<file path="src/rtl/itss_pkg.sv">
`default_nettype none
// ------------------------------------------------------------
// Register map, fields and timing constants
// ------------------------------------------------------------
package itss_pkg;
    localparam int ADDR_W = 8;
    localparam logic [7:0] OFS_IDLE_CTRL = 8'h00;
    localparam logic [7:0] OFS_IRQ_CTRL = 8'h04;
    localparam logic [7:0] OFS_GLOBAL_EN = 8'h08;
    localparam logic [7:0] OFS_FAST_SEL = 8'h0C;
    localparam logic [7:0] OFS_TMR_BASE = 8'h20;
    localparam logic [7:0] TMR_STRIDE = 8'h10;
    localparam logic [7:0] OFS_TMR_CTRL = 8'h00;
    localparam logic [7:0] OFS_TMR_CNT = 8'h04;
    localparam logic [7:0] OFS_TMR_RA = 8'h08;
    localparam logic [7:0] OFS_TMR_RB = 8'h0C;
    localparam int PEND_BIT = 5;
    localparam int WEN_BIT = 4;
    localparam int RESV_BIT = 3;
    localparam int DUAL_CLK_BIT = 5;
    localparam int CORE_CLK_BIT = 4;
    localparam logic [7:0] IDLE_CTRL_RST = 8'hC0;
    localparam logic [3:0] CLK_BITS_ALL_ZERO = 4'h0;
    localparam logic [2:0] SEL_MAX = 3'h4;
    localparam logic [3:0] SEL_SHIFT_TOP = 4'h4;
    localparam int WAKE_BASE_BIT = 11;
    localparam logic [15:0] WAKE_CNT_RST = 16'hFFFF;
    localparam int INSTR_DIV = 10;
    localparam logic [3:0] INSTR_DIV_LAST = 4'(INSTR_DIV - 1);
    localparam logic [2:0] MODE_PWM = 3'h0;
    localparam logic [2:0] MODE_EVENT = 3'h1;
    localparam logic [2:0] MODE_CAPTURE = 3'h2;
    localparam logic [1:0] RESP_OKAY = 2'h0;
    localparam logic [1:0] RESP_SLVERR = 2'h2;
endpackage
`default_nettype wire

</file>
<file path="src/rtl/itss_top.sv">
`default_nettype none
module itss_top #(
    parameter int NUM_TMR = 3
) (
    input wire logic mclk,
    input wire logic rst_n,
    input wire logic [itss_pkg::ADDR_W-1:0] s_axi_awaddr,
    input wire logic s_axi_awvalid,
    output logic s_axi_awready,
    input wire logic [31:0] s_axi_wdata,
    input wire logic [3:0] s_axi_wstrb,
    input wire logic s_axi_wvalid,
    output logic s_axi_wready,
    output logic [1:0] s_axi_bresp,
    output logic s_axi_bvalid,
    input wire logic s_axi_bready,
    input wire logic [itss_pkg::ADDR_W-1:0] s_axi_araddr,
    input wire logic s_axi_arvalid,
    output logic s_axi_arready,
    output logic [31:0] s_axi_rdata,
    output logic [1:0] s_axi_rresp,
    output logic s_axi_rvalid,
    input wire logic s_axi_rready,
    input wire logic slow_clk_in,
    output logic wake_irq_req,
    output logic idle_exit_clr,
    output logic wake_time_base,
    output logic dev_reset_req,
    input wire logic [NUM_TMR-1:0] timer_io_pin_in,
    output logic [NUM_TMR-1:0] timer_io_pin_out,
    output logic [NUM_TMR-1:0] timer_io_pin_oe,
    input wire logic [NUM_TMR-1:0] timer_input_pin
);
    import itss_pkg::*;

    logic aw_have_reg, w_have_reg;
    logic [ADDR_W-1:0] aw_addr_reg, rd_addr_reg;
    logic [31:0] w_data_reg;
    logic [3:0] w_strb_reg;
    logic wr_go;
    logic wr_hit;
    logic [31:0] rd_val;
    logic rd_hit;
    logic [7:0] idle_ctrl_reg;
    logic pend_reg, wen_reg, global_en_reg;
    logic [1:0] fast_sel_reg;
    logic [3:0] pre_cnt_reg;
    logic instr_tick;
    logic slow_sel;
    logic [2:0] slow_sync_reg;
    logic slow_lvl_reg;
    logic slow_tick;
    logic wake_tick;
    logic [15:0] wake_cnt_reg;
    logic [2:0] sel_eff;
    logic [15:0] wake_shift;
    logic underflow;
    logic [15:0] tcnt [NUM_TMR];
    logic [15:0] tra [NUM_TMR];
    logic [15:0] trb [NUM_TMR];
    logic [3:0] tctl [NUM_TMR];

    // ------------------------------------------------------------
    // AXI4-Lite slave
    // ------------------------------------------------------------
    assign s_axi_awready = !aw_have_reg && !s_axi_bvalid;
    assign s_axi_wready = !w_have_reg && !s_axi_bvalid;
    assign s_axi_arready = !s_axi_rvalid;
    assign wr_go = aw_have_reg && w_have_reg && !s_axi_bvalid;

    // Write address and data latches, taken in either order
    always_ff @(posedge mclk) begin
        if (!rst_n) begin
            aw_have_reg <= 1'b0;
            w_have_reg <= 1'b0;
            aw_addr_reg <= '0;
            w_data_reg <= '0;
            w_strb_reg <= '0;
        end else begin
            if (s_axi_awvalid && s_axi_awready) begin
                aw_have_reg <= 1'b1;
                aw_addr_reg <= s_axi_awaddr;
            end else if (wr_go) begin
                aw_have_reg <= 1'b0;
            end
            if (s_axi_wvalid && s_axi_wready) begin
                w_have_reg <= 1'b1;
                w_data_reg <= s_axi_wdata;
                w_strb_reg <= s_axi_wstrb;
            end else if (wr_go) begin
                w_have_reg <= 1'b0;
            end
        end
    end

    // Write decode for the fixed and timer registers
    always_comb begin
        wr_hit = aw_addr_reg == OFS_IDLE_CTRL ||
                 aw_addr_reg == OFS_IRQ_CTRL ||
                 aw_addr_reg == OFS_GLOBAL_EN ||
                 aw_addr_reg == OFS_FAST_SEL;
        for (int i = 0; i < NUM_TMR; i++) begin
            if (aw_addr_reg[7:4] == 4'(2 + i) && aw_addr_reg[1:0] == 2'b00) begin
                wr_hit = 1'b1;
            end
        end
    end

    // Write response
    always_ff @(posedge mclk) begin
        if (!rst_n) begin
            s_axi_bvalid <= 1'b0;
            s_axi_bresp <= RESP_OKAY;
        end else if (wr_go) begin
            s_axi_bvalid <= 1'b1;
            s_axi_bresp <= wr_hit ? RESP_OKAY : RESP_SLVERR;
        end else if (s_axi_bready) begin
            s_axi_bvalid <= 1'b0;
        end
    end

    // Read multiplexer
    always_comb begin
        rd_val = '0;
        rd_hit = 1'b1;
        case (s_axi_araddr)
            OFS_IDLE_CTRL: rd_val = {24'h0000_00, idle_ctrl_reg};
            OFS_IRQ_CTRL: rd_val = {26'h000_0000, pend_reg, wen_reg, 4'h0};
            OFS_GLOBAL_EN: rd_val = {31'h0000_0000, global_en_reg};
            OFS_FAST_SEL: rd_val = {30'h0000_0000, fast_sel_reg};
            default: rd_hit = 1'b0;
        endcase
        for (int i = 0; i < NUM_TMR; i++) begin
            if (s_axi_araddr[7:4] == 4'(2 + i)) begin
                rd_hit = 1'b1;
                case (s_axi_araddr[3:0])
                    OFS_TMR_CTRL[3:0]: rd_val = {28'h000_0000, tctl[i]};
                    OFS_TMR_CNT[3:0]: rd_val = {16'h0000, tcnt[i]};
                    OFS_TMR_RA[3:0]: rd_val = {16'h0000, tra[i]};
                    OFS_TMR_RB[3:0]: rd_val = {16'h0000, trb[i]};
                    default: rd_hit = 1'b0;
                endcase
            end
        end
    end

    // Read data channel, answered one cycle after the address
    always_ff @(posedge mclk) begin
        if (!rst_n) begin
            s_axi_rvalid <= 1'b0;
            s_axi_rdata <= '0;
            s_axi_rresp <= RESP_OKAY;
            rd_addr_reg <= '0;
        end else if (s_axi_arvalid && s_axi_arready) begin
            s_axi_rvalid <= 1'b1;
            s_axi_rdata <= rd_val;
            s_axi_rresp <= rd_hit ? RESP_OKAY : RESP_SLVERR;
            rd_addr_reg <= s_axi_araddr;
        end else if (s_axi_rready) begin
            s_axi_rvalid <= 1'b0;
        end
    end

    // ------------------------------------------------------------
    // Control registers
    // ------------------------------------------------------------
    // Period and clock control; all-zero clock bits only request reset
    always_ff @(posedge mclk) begin
        if (!rst_n) begin
            idle_ctrl_reg <= IDLE_CTRL_RST;
            dev_reset_req <= 1'b0;
        end else begin
            dev_reset_req <= 1'b0;
            if (wr_go && aw_addr_reg == OFS_IDLE_CTRL && w_strb_reg[0]) begin
                if (w_data_reg[7:4] == CLK_BITS_ALL_ZERO) begin
                    dev_reset_req <= 1'b1;
                end else begin
                    idle_ctrl_reg <= {w_data_reg[7:4], 1'b0,
                                      w_data_reg[2:0]};
                end
            end
        end
    end

    // Interrupt control; a new underflow beats a software clear
    always_ff @(posedge mclk) begin
        if (!rst_n) begin
            pend_reg <= 1'b0;
            wen_reg <= 1'b0;
            global_en_reg <= 1'b0;
            fast_sel_reg <= 2'b00;
        end else begin
            if (underflow) begin
                pend_reg <= 1'b1;
            end else if (wr_go && aw_addr_reg == OFS_IRQ_CTRL &&
                         w_strb_reg[0]) begin
                pend_reg <= w_data_reg[PEND_BIT];
            end
            if (wr_go && aw_addr_reg == OFS_IRQ_CTRL && w_strb_reg[0]) begin
                wen_reg <= w_data_reg[WEN_BIT];
            end
            if (wr_go && aw_addr_reg == OFS_GLOBAL_EN && w_strb_reg[0]) begin
                global_en_reg <= w_data_reg[0];
            end
            if (wr_go && aw_addr_reg == OFS_FAST_SEL && w_strb_reg[0]) begin
                fast_sel_reg <= w_data_reg[1:0];
            end
        end
    end

    // Interrupt request gate
    always_ff @(posedge mclk) begin
        if (!rst_n) begin
            wake_irq_req <= 1'b0;
        end else begin
            wake_irq_req <= pend_reg && wen_reg && global_en_reg;
        end
    end

    // ------------------------------------------------------------
    // Clock selection and prescaler
    // ------------------------------------------------------------
    assign slow_sel = idle_ctrl_reg[DUAL_CLK_BIT] ||
                      idle_ctrl_reg[CORE_CLK_BIT];

    // Divide-by-10 instruction tick, held still in slow modes
    always_ff @(posedge mclk) begin
        if (!rst_n || slow_sel) begin
            pre_cnt_reg <= 4'h0;
        end else if (pre_cnt_reg == INSTR_DIV_LAST) begin
            pre_cnt_reg <= 4'h0;
        end else begin
            pre_cnt_reg <= pre_cnt_reg + 4'h1;
        end
    end
    assign instr_tick = !slow_sel && pre_cnt_reg == INSTR_DIV_LAST;

    // 32 kHz pin synchroniser; level follows when stages agree
    always_ff @(posedge mclk) begin
        if (!rst_n) begin
            slow_sync_reg <= 3'b000;
            slow_lvl_reg <= 1'b0;
        end else begin
            slow_sync_reg <= {slow_sync_reg[1:0], slow_clk_in};
            if (slow_sync_reg[1] == slow_sync_reg[2]) begin
                slow_lvl_reg <= slow_sync_reg[2];
            end
        end
    end
    assign slow_tick = slow_sync_reg[1] && slow_sync_reg[2] && !slow_lvl_reg;
    assign wake_tick = slow_sel ? slow_tick : instr_tick;

    // ------------------------------------------------------------
    // Wake timer
    // ------------------------------------------------------------
    // Undefined codes fall back to the longest period
    assign sel_eff = idle_ctrl_reg[2:0] > SEL_MAX ? SEL_MAX :
                     idle_ctrl_reg[2:0];
    assign wake_shift = wake_cnt_reg << (SEL_SHIFT_TOP - {1'b0, sel_eff});
    assign underflow = wake_tick && wake_shift == 16'h0000;

    // Free-running down counter, invisible to software
    always_ff @(posedge mclk) begin
        if (!rst_n) begin
            wake_cnt_reg <= WAKE_CNT_RST;
        end else if (wake_tick) begin
            wake_cnt_reg <= wake_cnt_reg - 16'h0001;
        end
    end

    // Idle exit and time base pulses
    always_ff @(posedge mclk) begin
        if (!rst_n) begin
            idle_exit_clr <= 1'b0;
            wake_time_base <= 1'b0;
        end else begin
            idle_exit_clr <= underflow;
            wake_time_base <= wake_tick;
        end
    end

    // ------------------------------------------------------------
    // General timers
    // ------------------------------------------------------------
    for (genvar g = 0; g < NUM_TMR; g++) begin : g_tmr
        logic [15:0] cnt_reg, ra_reg, rb_reg;
        logic [3:0] ctl_reg;
        logic [2:0] io_sync_reg, in_sync_reg;
        logic io_lvl_reg, in_lvl_reg, io_prev_reg, in_prev_reg;
        logic next_a_reg, out_reg;
        logic tick, io_edge, in_edge, run, cnt_en;
        logic wr_t;
        logic [7:0] base;

        assign base = OFS_TMR_BASE + 8'(g) * TMR_STRIDE;
        assign wr_t = wr_go && aw_addr_reg[7:4] == base[7:4];
        // Second and third timers may run every mclk
        if (g == 0) begin : g_slow
            assign tick = instr_tick;
        end else begin : g_fast
            assign tick = fast_sel_reg[g-1] ? 1'b1 : instr_tick;
        end
        assign io_edge = io_lvl_reg && !io_prev_reg;
        assign in_edge = in_lvl_reg && !in_prev_reg;
        assign run = ctl_reg[0];
        assign cnt_en = ctl_reg[3:1] == MODE_EVENT ? io_edge && run :
                        ctl_reg[3:1] == MODE_PWM ? tick && run : tick;

        // Pin synchronisers and edge memory
        always_ff @(posedge mclk) begin
            if (!rst_n) begin
                io_sync_reg <= 3'b000;
                in_sync_reg <= 3'b000;
                io_lvl_reg <= 1'b0;
                in_lvl_reg <= 1'b0;
                io_prev_reg <= 1'b0;
                in_prev_reg <= 1'b0;
            end else begin
                io_sync_reg <= {io_sync_reg[1:0], timer_io_pin_in[g]};
                in_sync_reg <= {in_sync_reg[1:0], timer_input_pin[g]};
                if (io_sync_reg[1] == io_sync_reg[2]) begin
                    io_lvl_reg <= io_sync_reg[2];
                end
                if (in_sync_reg[1] == in_sync_reg[2]) begin
                    in_lvl_reg <= in_sync_reg[2];
                end
                io_prev_reg <= io_lvl_reg;
                in_prev_reg <= in_lvl_reg;
            end
        end

        // Mode, start and PWM phase control
        always_ff @(posedge mclk) begin
            if (!rst_n) begin
                ctl_reg <= 4'h0;
                next_a_reg <= 1'b1;
                out_reg <= 1'b0;
            end else begin
                if (wr_t && aw_addr_reg[3:0] == OFS_TMR_CTRL[3:0] &&
                    w_strb_reg[0]) begin
                    ctl_reg <= w_data_reg[3:0];
                    next_a_reg <= 1'b1;
                end else if (cnt_en && ctl_reg[3:1] == MODE_PWM &&
                             cnt_reg == 16'h0000) begin
                    next_a_reg <= !next_a_reg;
                    out_reg <= !out_reg;
                end
            end
        end

        // Counter and reload/capture words, not reset
        always_ff @(posedge mclk) begin
            if (wr_t && aw_addr_reg[3:0] == OFS_TMR_CNT[3:0]) begin
                if (w_strb_reg[0]) cnt_reg[7:0] <= w_data_reg[7:0];
                if (w_strb_reg[1]) cnt_reg[15:8] <= w_data_reg[15:8];
            end else if (cnt_en) begin
                if (ctl_reg[3:1] == MODE_PWM && cnt_reg == 16'h0000) begin
                    cnt_reg <= next_a_reg ? ra_reg : rb_reg;
                end else begin
                    cnt_reg <= cnt_reg - 16'h0001;
                end
            end
            if (wr_t && aw_addr_reg[3:0] == OFS_TMR_RA[3:0]) begin
                if (w_strb_reg[0]) ra_reg[7:0] <= w_data_reg[7:0];
                if (w_strb_reg[1]) ra_reg[15:8] <= w_data_reg[15:8];
            end else if (ctl_reg[3:1] == MODE_CAPTURE && io_edge) begin
                ra_reg <= cnt_reg;
            end
            if (wr_t && aw_addr_reg[3:0] == OFS_TMR_RB[3:0]) begin
                if (w_strb_reg[0]) rb_reg[7:0] <= w_data_reg[7:0];
                if (w_strb_reg[1]) rb_reg[15:8] <= w_data_reg[15:8];
            end else if (ctl_reg[3:1] == MODE_CAPTURE && in_edge) begin
                rb_reg <= cnt_reg;
            end
        end

        // Pin drive only in PWM mode
        assign timer_io_pin_out[g] = out_reg;
        assign timer_io_pin_oe[g] = ctl_reg[3:1] == MODE_PWM;
        assign tcnt[g] = cnt_reg;
        assign tra[g] = ra_reg;
        assign trb[g] = rb_reg;
        assign tctl[g] = ctl_reg;
    end

    // ------------------------------------------------------------
    // Assertions
    // ------------------------------------------------------------
    logic [16:0] since_uf_reg;
    logic sel_chg_reg;
    logic [2:0] sel_prev_reg;

    // Ticks between underflows, voided by a period change
    always_ff @(posedge mclk) begin
        if (!rst_n) begin
            since_uf_reg <= '0;
            sel_chg_reg <= 1'b1;
            sel_prev_reg <= 3'h0;
        end else begin
            sel_prev_reg <= sel_eff;
            if (underflow) begin
                since_uf_reg <= '0;
                sel_chg_reg <= sel_prev_reg != sel_eff;
            end else begin
                since_uf_reg <= since_uf_reg + 17'(wake_tick);
                if (sel_prev_reg != sel_eff) sel_chg_reg <= 1'b1;
            end
        end
    end
endmodule
`default_nettype wire

</file>
<file path="config.mk">
export PLATFORM = sky130hd
export DESIGN_NAME = itss_top
export DESIGN_NICKNAME = d
export VERILOG_FILES = /design/src/rtl/itss_pkg.sv /design/src/rtl/itss_top.sv
export SDC_FILE = /design/constraint.sdc
export NUM_CORES = 1
export LEC_CHECK = 0
export ABC_CLOCK_PERIOD_IN_PS = 3600
export BUFFER_PORTS_ARGS = -buffer_cell sky130_fd_sc_hd__buf_2
export CORE_MARGIN = 3
export CORE_UTILIZATION = 61
export CTS_BUF_LIST = sky130_fd_sc_hd__clkbuf_16
export DETAILED_ROUTE_END_ITERATION = 7
export HOLD_SLACK_MARGIN = 0.05
export PLACE_DENSITY_LB_ADDON = 0.3
export SYNTH_ARGS = -nofsm -noshare
export SYNTH_HDL_FRONTEND = slang
export SYNTH_SLANG_ARGS = --single-unit
</file>
<file path="constraint.sdc">
create_clock -name mclk -period 3.6 [get_ports mclk]
set_clock_uncertainty 0.2 [all_clocks]
set_input_delay 0.36 -clock mclk [delete_from_list [all_inputs] [get_ports mclk]]
set_output_delay 0.36 -clock mclk [all_outputs]
set_load 0.01 [all_outputs]
</file>
==> results.py <==
metrics = {
    "worst_setup_path": {
        "cp-start-kind": "flip-flop",
        "endpoint_kind": "flip-flop",
        "arrival_ns": 3.21,
        "cp.required_ns": 3.68,
        "critPathMaxFanout": 13,
        "critPathKind": "flip-flop to flip-flop",
    },
    "final_layout": {
        "syn_to_final_growth_pct": 12.8,
        "final_nets": 1662,
        "fin_cells": 1928,
        "stdcell_area_sq_um": 17000,
        "fill_cells": 1731,
        "layout_common_cells": "191 x nand2_1, 144 x edfxtp_1, 136 x dfxtp_1",
        "utilization": 0.712,
        "final_common_cell": "nand2_1",
        "drive_gt1_frac": 0.193,
    },
    "clock_tree": {
        "cts_sinks": 280,
        "root_buffer": "clkbuf_16",
        "cts_setup_buffers": 0,
        "cts-buffers-inserted": 30,
        "ctsResizeCount": 0,
        "path_clk_slew_ns": 0.06,
        "clk_latency_ns": 0.56,
        "clockBufferDepth": 3,
        "cts_tree": "done",
        "htreeDepth": 1,
    },
    "yosys": {
        "yosys.cell_types.count": 66,
        "synth-main-ff-cell": "edfxtp_1",
        "synth-seq-cells": 280,
        "synth_largest_area_cell": "edfxtp_1",
        "synth_top_area_frac": 0.287,
        "synth_area_per_cell_sq_um": 9.96,
        "async_flop_share": 0,
        "ys_top_cells_by_area": "edfxtp_1 29%, dfxtp_1 18%, mux2_2 8.5%",
        "yosysWarningCount": 0,
        "synth_edf_count": 144,
        "netlist_instances": 1512,
        "netlist_area_sq_um": 15100,
        "ys_seq_area_frac": 0.468,
    },
    "global_routing": {
        "globalRouteTotalUtil": 0.310,
        "grt_pass1_wl_microns": 65300,
        "antenna_found_initial": 1,
        "grt_max_degree": 71,
        "grt_overflow": 0,
        "grt_pass1_vias": 12006,
    },
    "sta": {
        "layout_setup_ws_ns": 0.469,
        "max_freq_mhz": 319,
        "setup_violations": 0,
        "tightest_slew_ns": 1.08,
        "period_minus_slack_ns": 3.13,
        "hold_violations": 0,
        "slew_violations": 0,
        "final.setup.tns_ns": 0,
        "maxSlewHeadroom": 0.276,
        "rsz0062_at_grt": "false",
        "finalCritPeriodShare": 0.870,
    },
    "die": {
        "dieArea_sq_um": 26600,
        "die_w_microns": 163,
        "core_sq_um": 23900,
        "start_util": 0.631,
        "dieHeight_microns": 163,
        "ios": 117,
        "rows": 56,
    },
    "route": {
        "ant_nets": 0,
        "drtPass1Iterations": 6,
        "post_drt_wl_per_cell_microns": 21.5,
        "vias": 12312,
        "routed_wl_microns": 41500,
        "drt_iter0_drc": 1202,
        "via_per_inst": 6.39,
        "drc_errors": 0,
    },
    "power": {
        "power_density_nw_per_um2": 405,
        "p_leak_nw": 6.51,
        "ir_drop_v": 0.000384,
    },
    "place": {
        "dpl_worst_slack_ns": 0.526,
        "gp_congestion": 0.951,
        "post-dp-hpwl_microns": 27600,
        "place_area_sq_um": 15700,
        "portBuffers": 80,
        "place_inst": 1836,
    },
    "hold_path": {
        "hold_path_class": "primary input to flip-flop",
    },
    "flow_run": {
        "maxCapViolCount": 0,
    },
    "run_status": {
        "run_status": "finished clean",
    },
}
what timing repair did:
item / CTS / global route
hold buffers: 36 / 0
setup endpoints to repair: 0 / 0
hold endpoints to repair: 35 / 0
critical path: stages, from the launching register on:
cell and delay (ns):
edfxtp_1 0.49, or4_1 0.65, nor4_2 0.36, nand3_1 0.55, a2111oi_0 0.52, a221oi_1 0.10
cells in the mapped netlist, types with 26 or more instances:
master and n:
and2_1 33, a22oi_1 28, clkbuf_1 88, a21oi_1 79, nand3_1 30, nor3_1 29, nand2_1 191, dfxtp_1 136
xor2_1 26, mux2_2 114, a22o_1 28, nor2_1 90, mux2i_1 62, inv_1 30, edfxtp_1 144, o21ai_0 85
logic make-up (layout without fill, tap and decap cells):
logic type / count (synthesis) / count (layout) / share of synthesized area
multiplexers: 188 / 188 / 0.144
AND/OR/NAND/NOR: 498 / 498 / 0.163
buffers and inverters: 161 / 240 / 0.0468
AO/OA/AOI/OAI: 327 / 327 / 0.142
adder cells (fa/ha/maj): 11 / 11 / 0.00914
flip-flops: 280 / 280 / 0.468
other: 1 / 19 / 0.000249
XOR/XNOR: 46 / 46 / 0.0267
path summary, 6_finish.rpt:
| path | start | end | slack, ns | depth (start not counted) |
|---|---|---|---|---|
| max | g_tmr[0].cnt_reg[9]$_DFFE_PP_ | g_tmr[0].cnt_reg[10]$_DFFE_PP_ | 0.47 | 5 |
| min | s_axi_awvalid | aw_have_reg$_SDFFE_PN0P_ | 0.09 | 3 |
| max reg2reg | g_tmr[0].cnt_reg[9]$_DFFE_PP_ | g_tmr[0].cnt_reg[10]$_DFFE_PP_ | 0.47 | 5 |
| min reg2reg | slow_sync_reg[0]$_SDFF_PN0_ | slow_sync_reg[1]$_SDFF_PN0_ | 0.24 | 1 |
power by group:
group / switching, W / total [W] / internal, W / leakage, nW
clock: 0.00131 / 0.00304 / 0.00173 / 0.518
combinational: 0.000242 / 0.000405 / 0.000162 / 3.59
sequential: 0.0000740 / 0.00344 / 0.00337 / 2.40
total: 0.00163 / 0.00689 / 0.00526 / 6.51
final cells by class:
type | count | area [sq um] | area share
repair buffers | 155 | 1080 | 0.0634
clock inverters | 20 | 98.8 | 0.00581
multi-input cells | 1088 | 7390 | 0.434
well taps | 319 | 399 | 0.0235
inverters | 30 | 113 | 0.00662
flip-flops and latches | 280 | 7050 | 0.415
clock buffers | 35 | 876 | 0.0515
diodes | 1 | 2.50 | 0.000147
per-layer routing:
metal  routed length (microns)  global-route usage  share of wire  vias to the layer above
li1                          -                   -              -                     5666
met1                     16500               0.417           0.40                     5868
met2                     19400               0.512           0.47                      654
met3                      3750              0.0416          0.090                      124
met4                      1880               0.124          0.045                        0
met5                         0                   0              0                        -
stage by stage:
stage	hold WS, ns	total power, W
after floorplan	0.212	0.00373
after global placement	0.214	0.00386
after detailed placement	0.219	0.00387
after CTS	0.0773	0.00689
after global routing	0.124	0.00707
final	0.0920	0.00689
(Power assumes the default switching activity.)
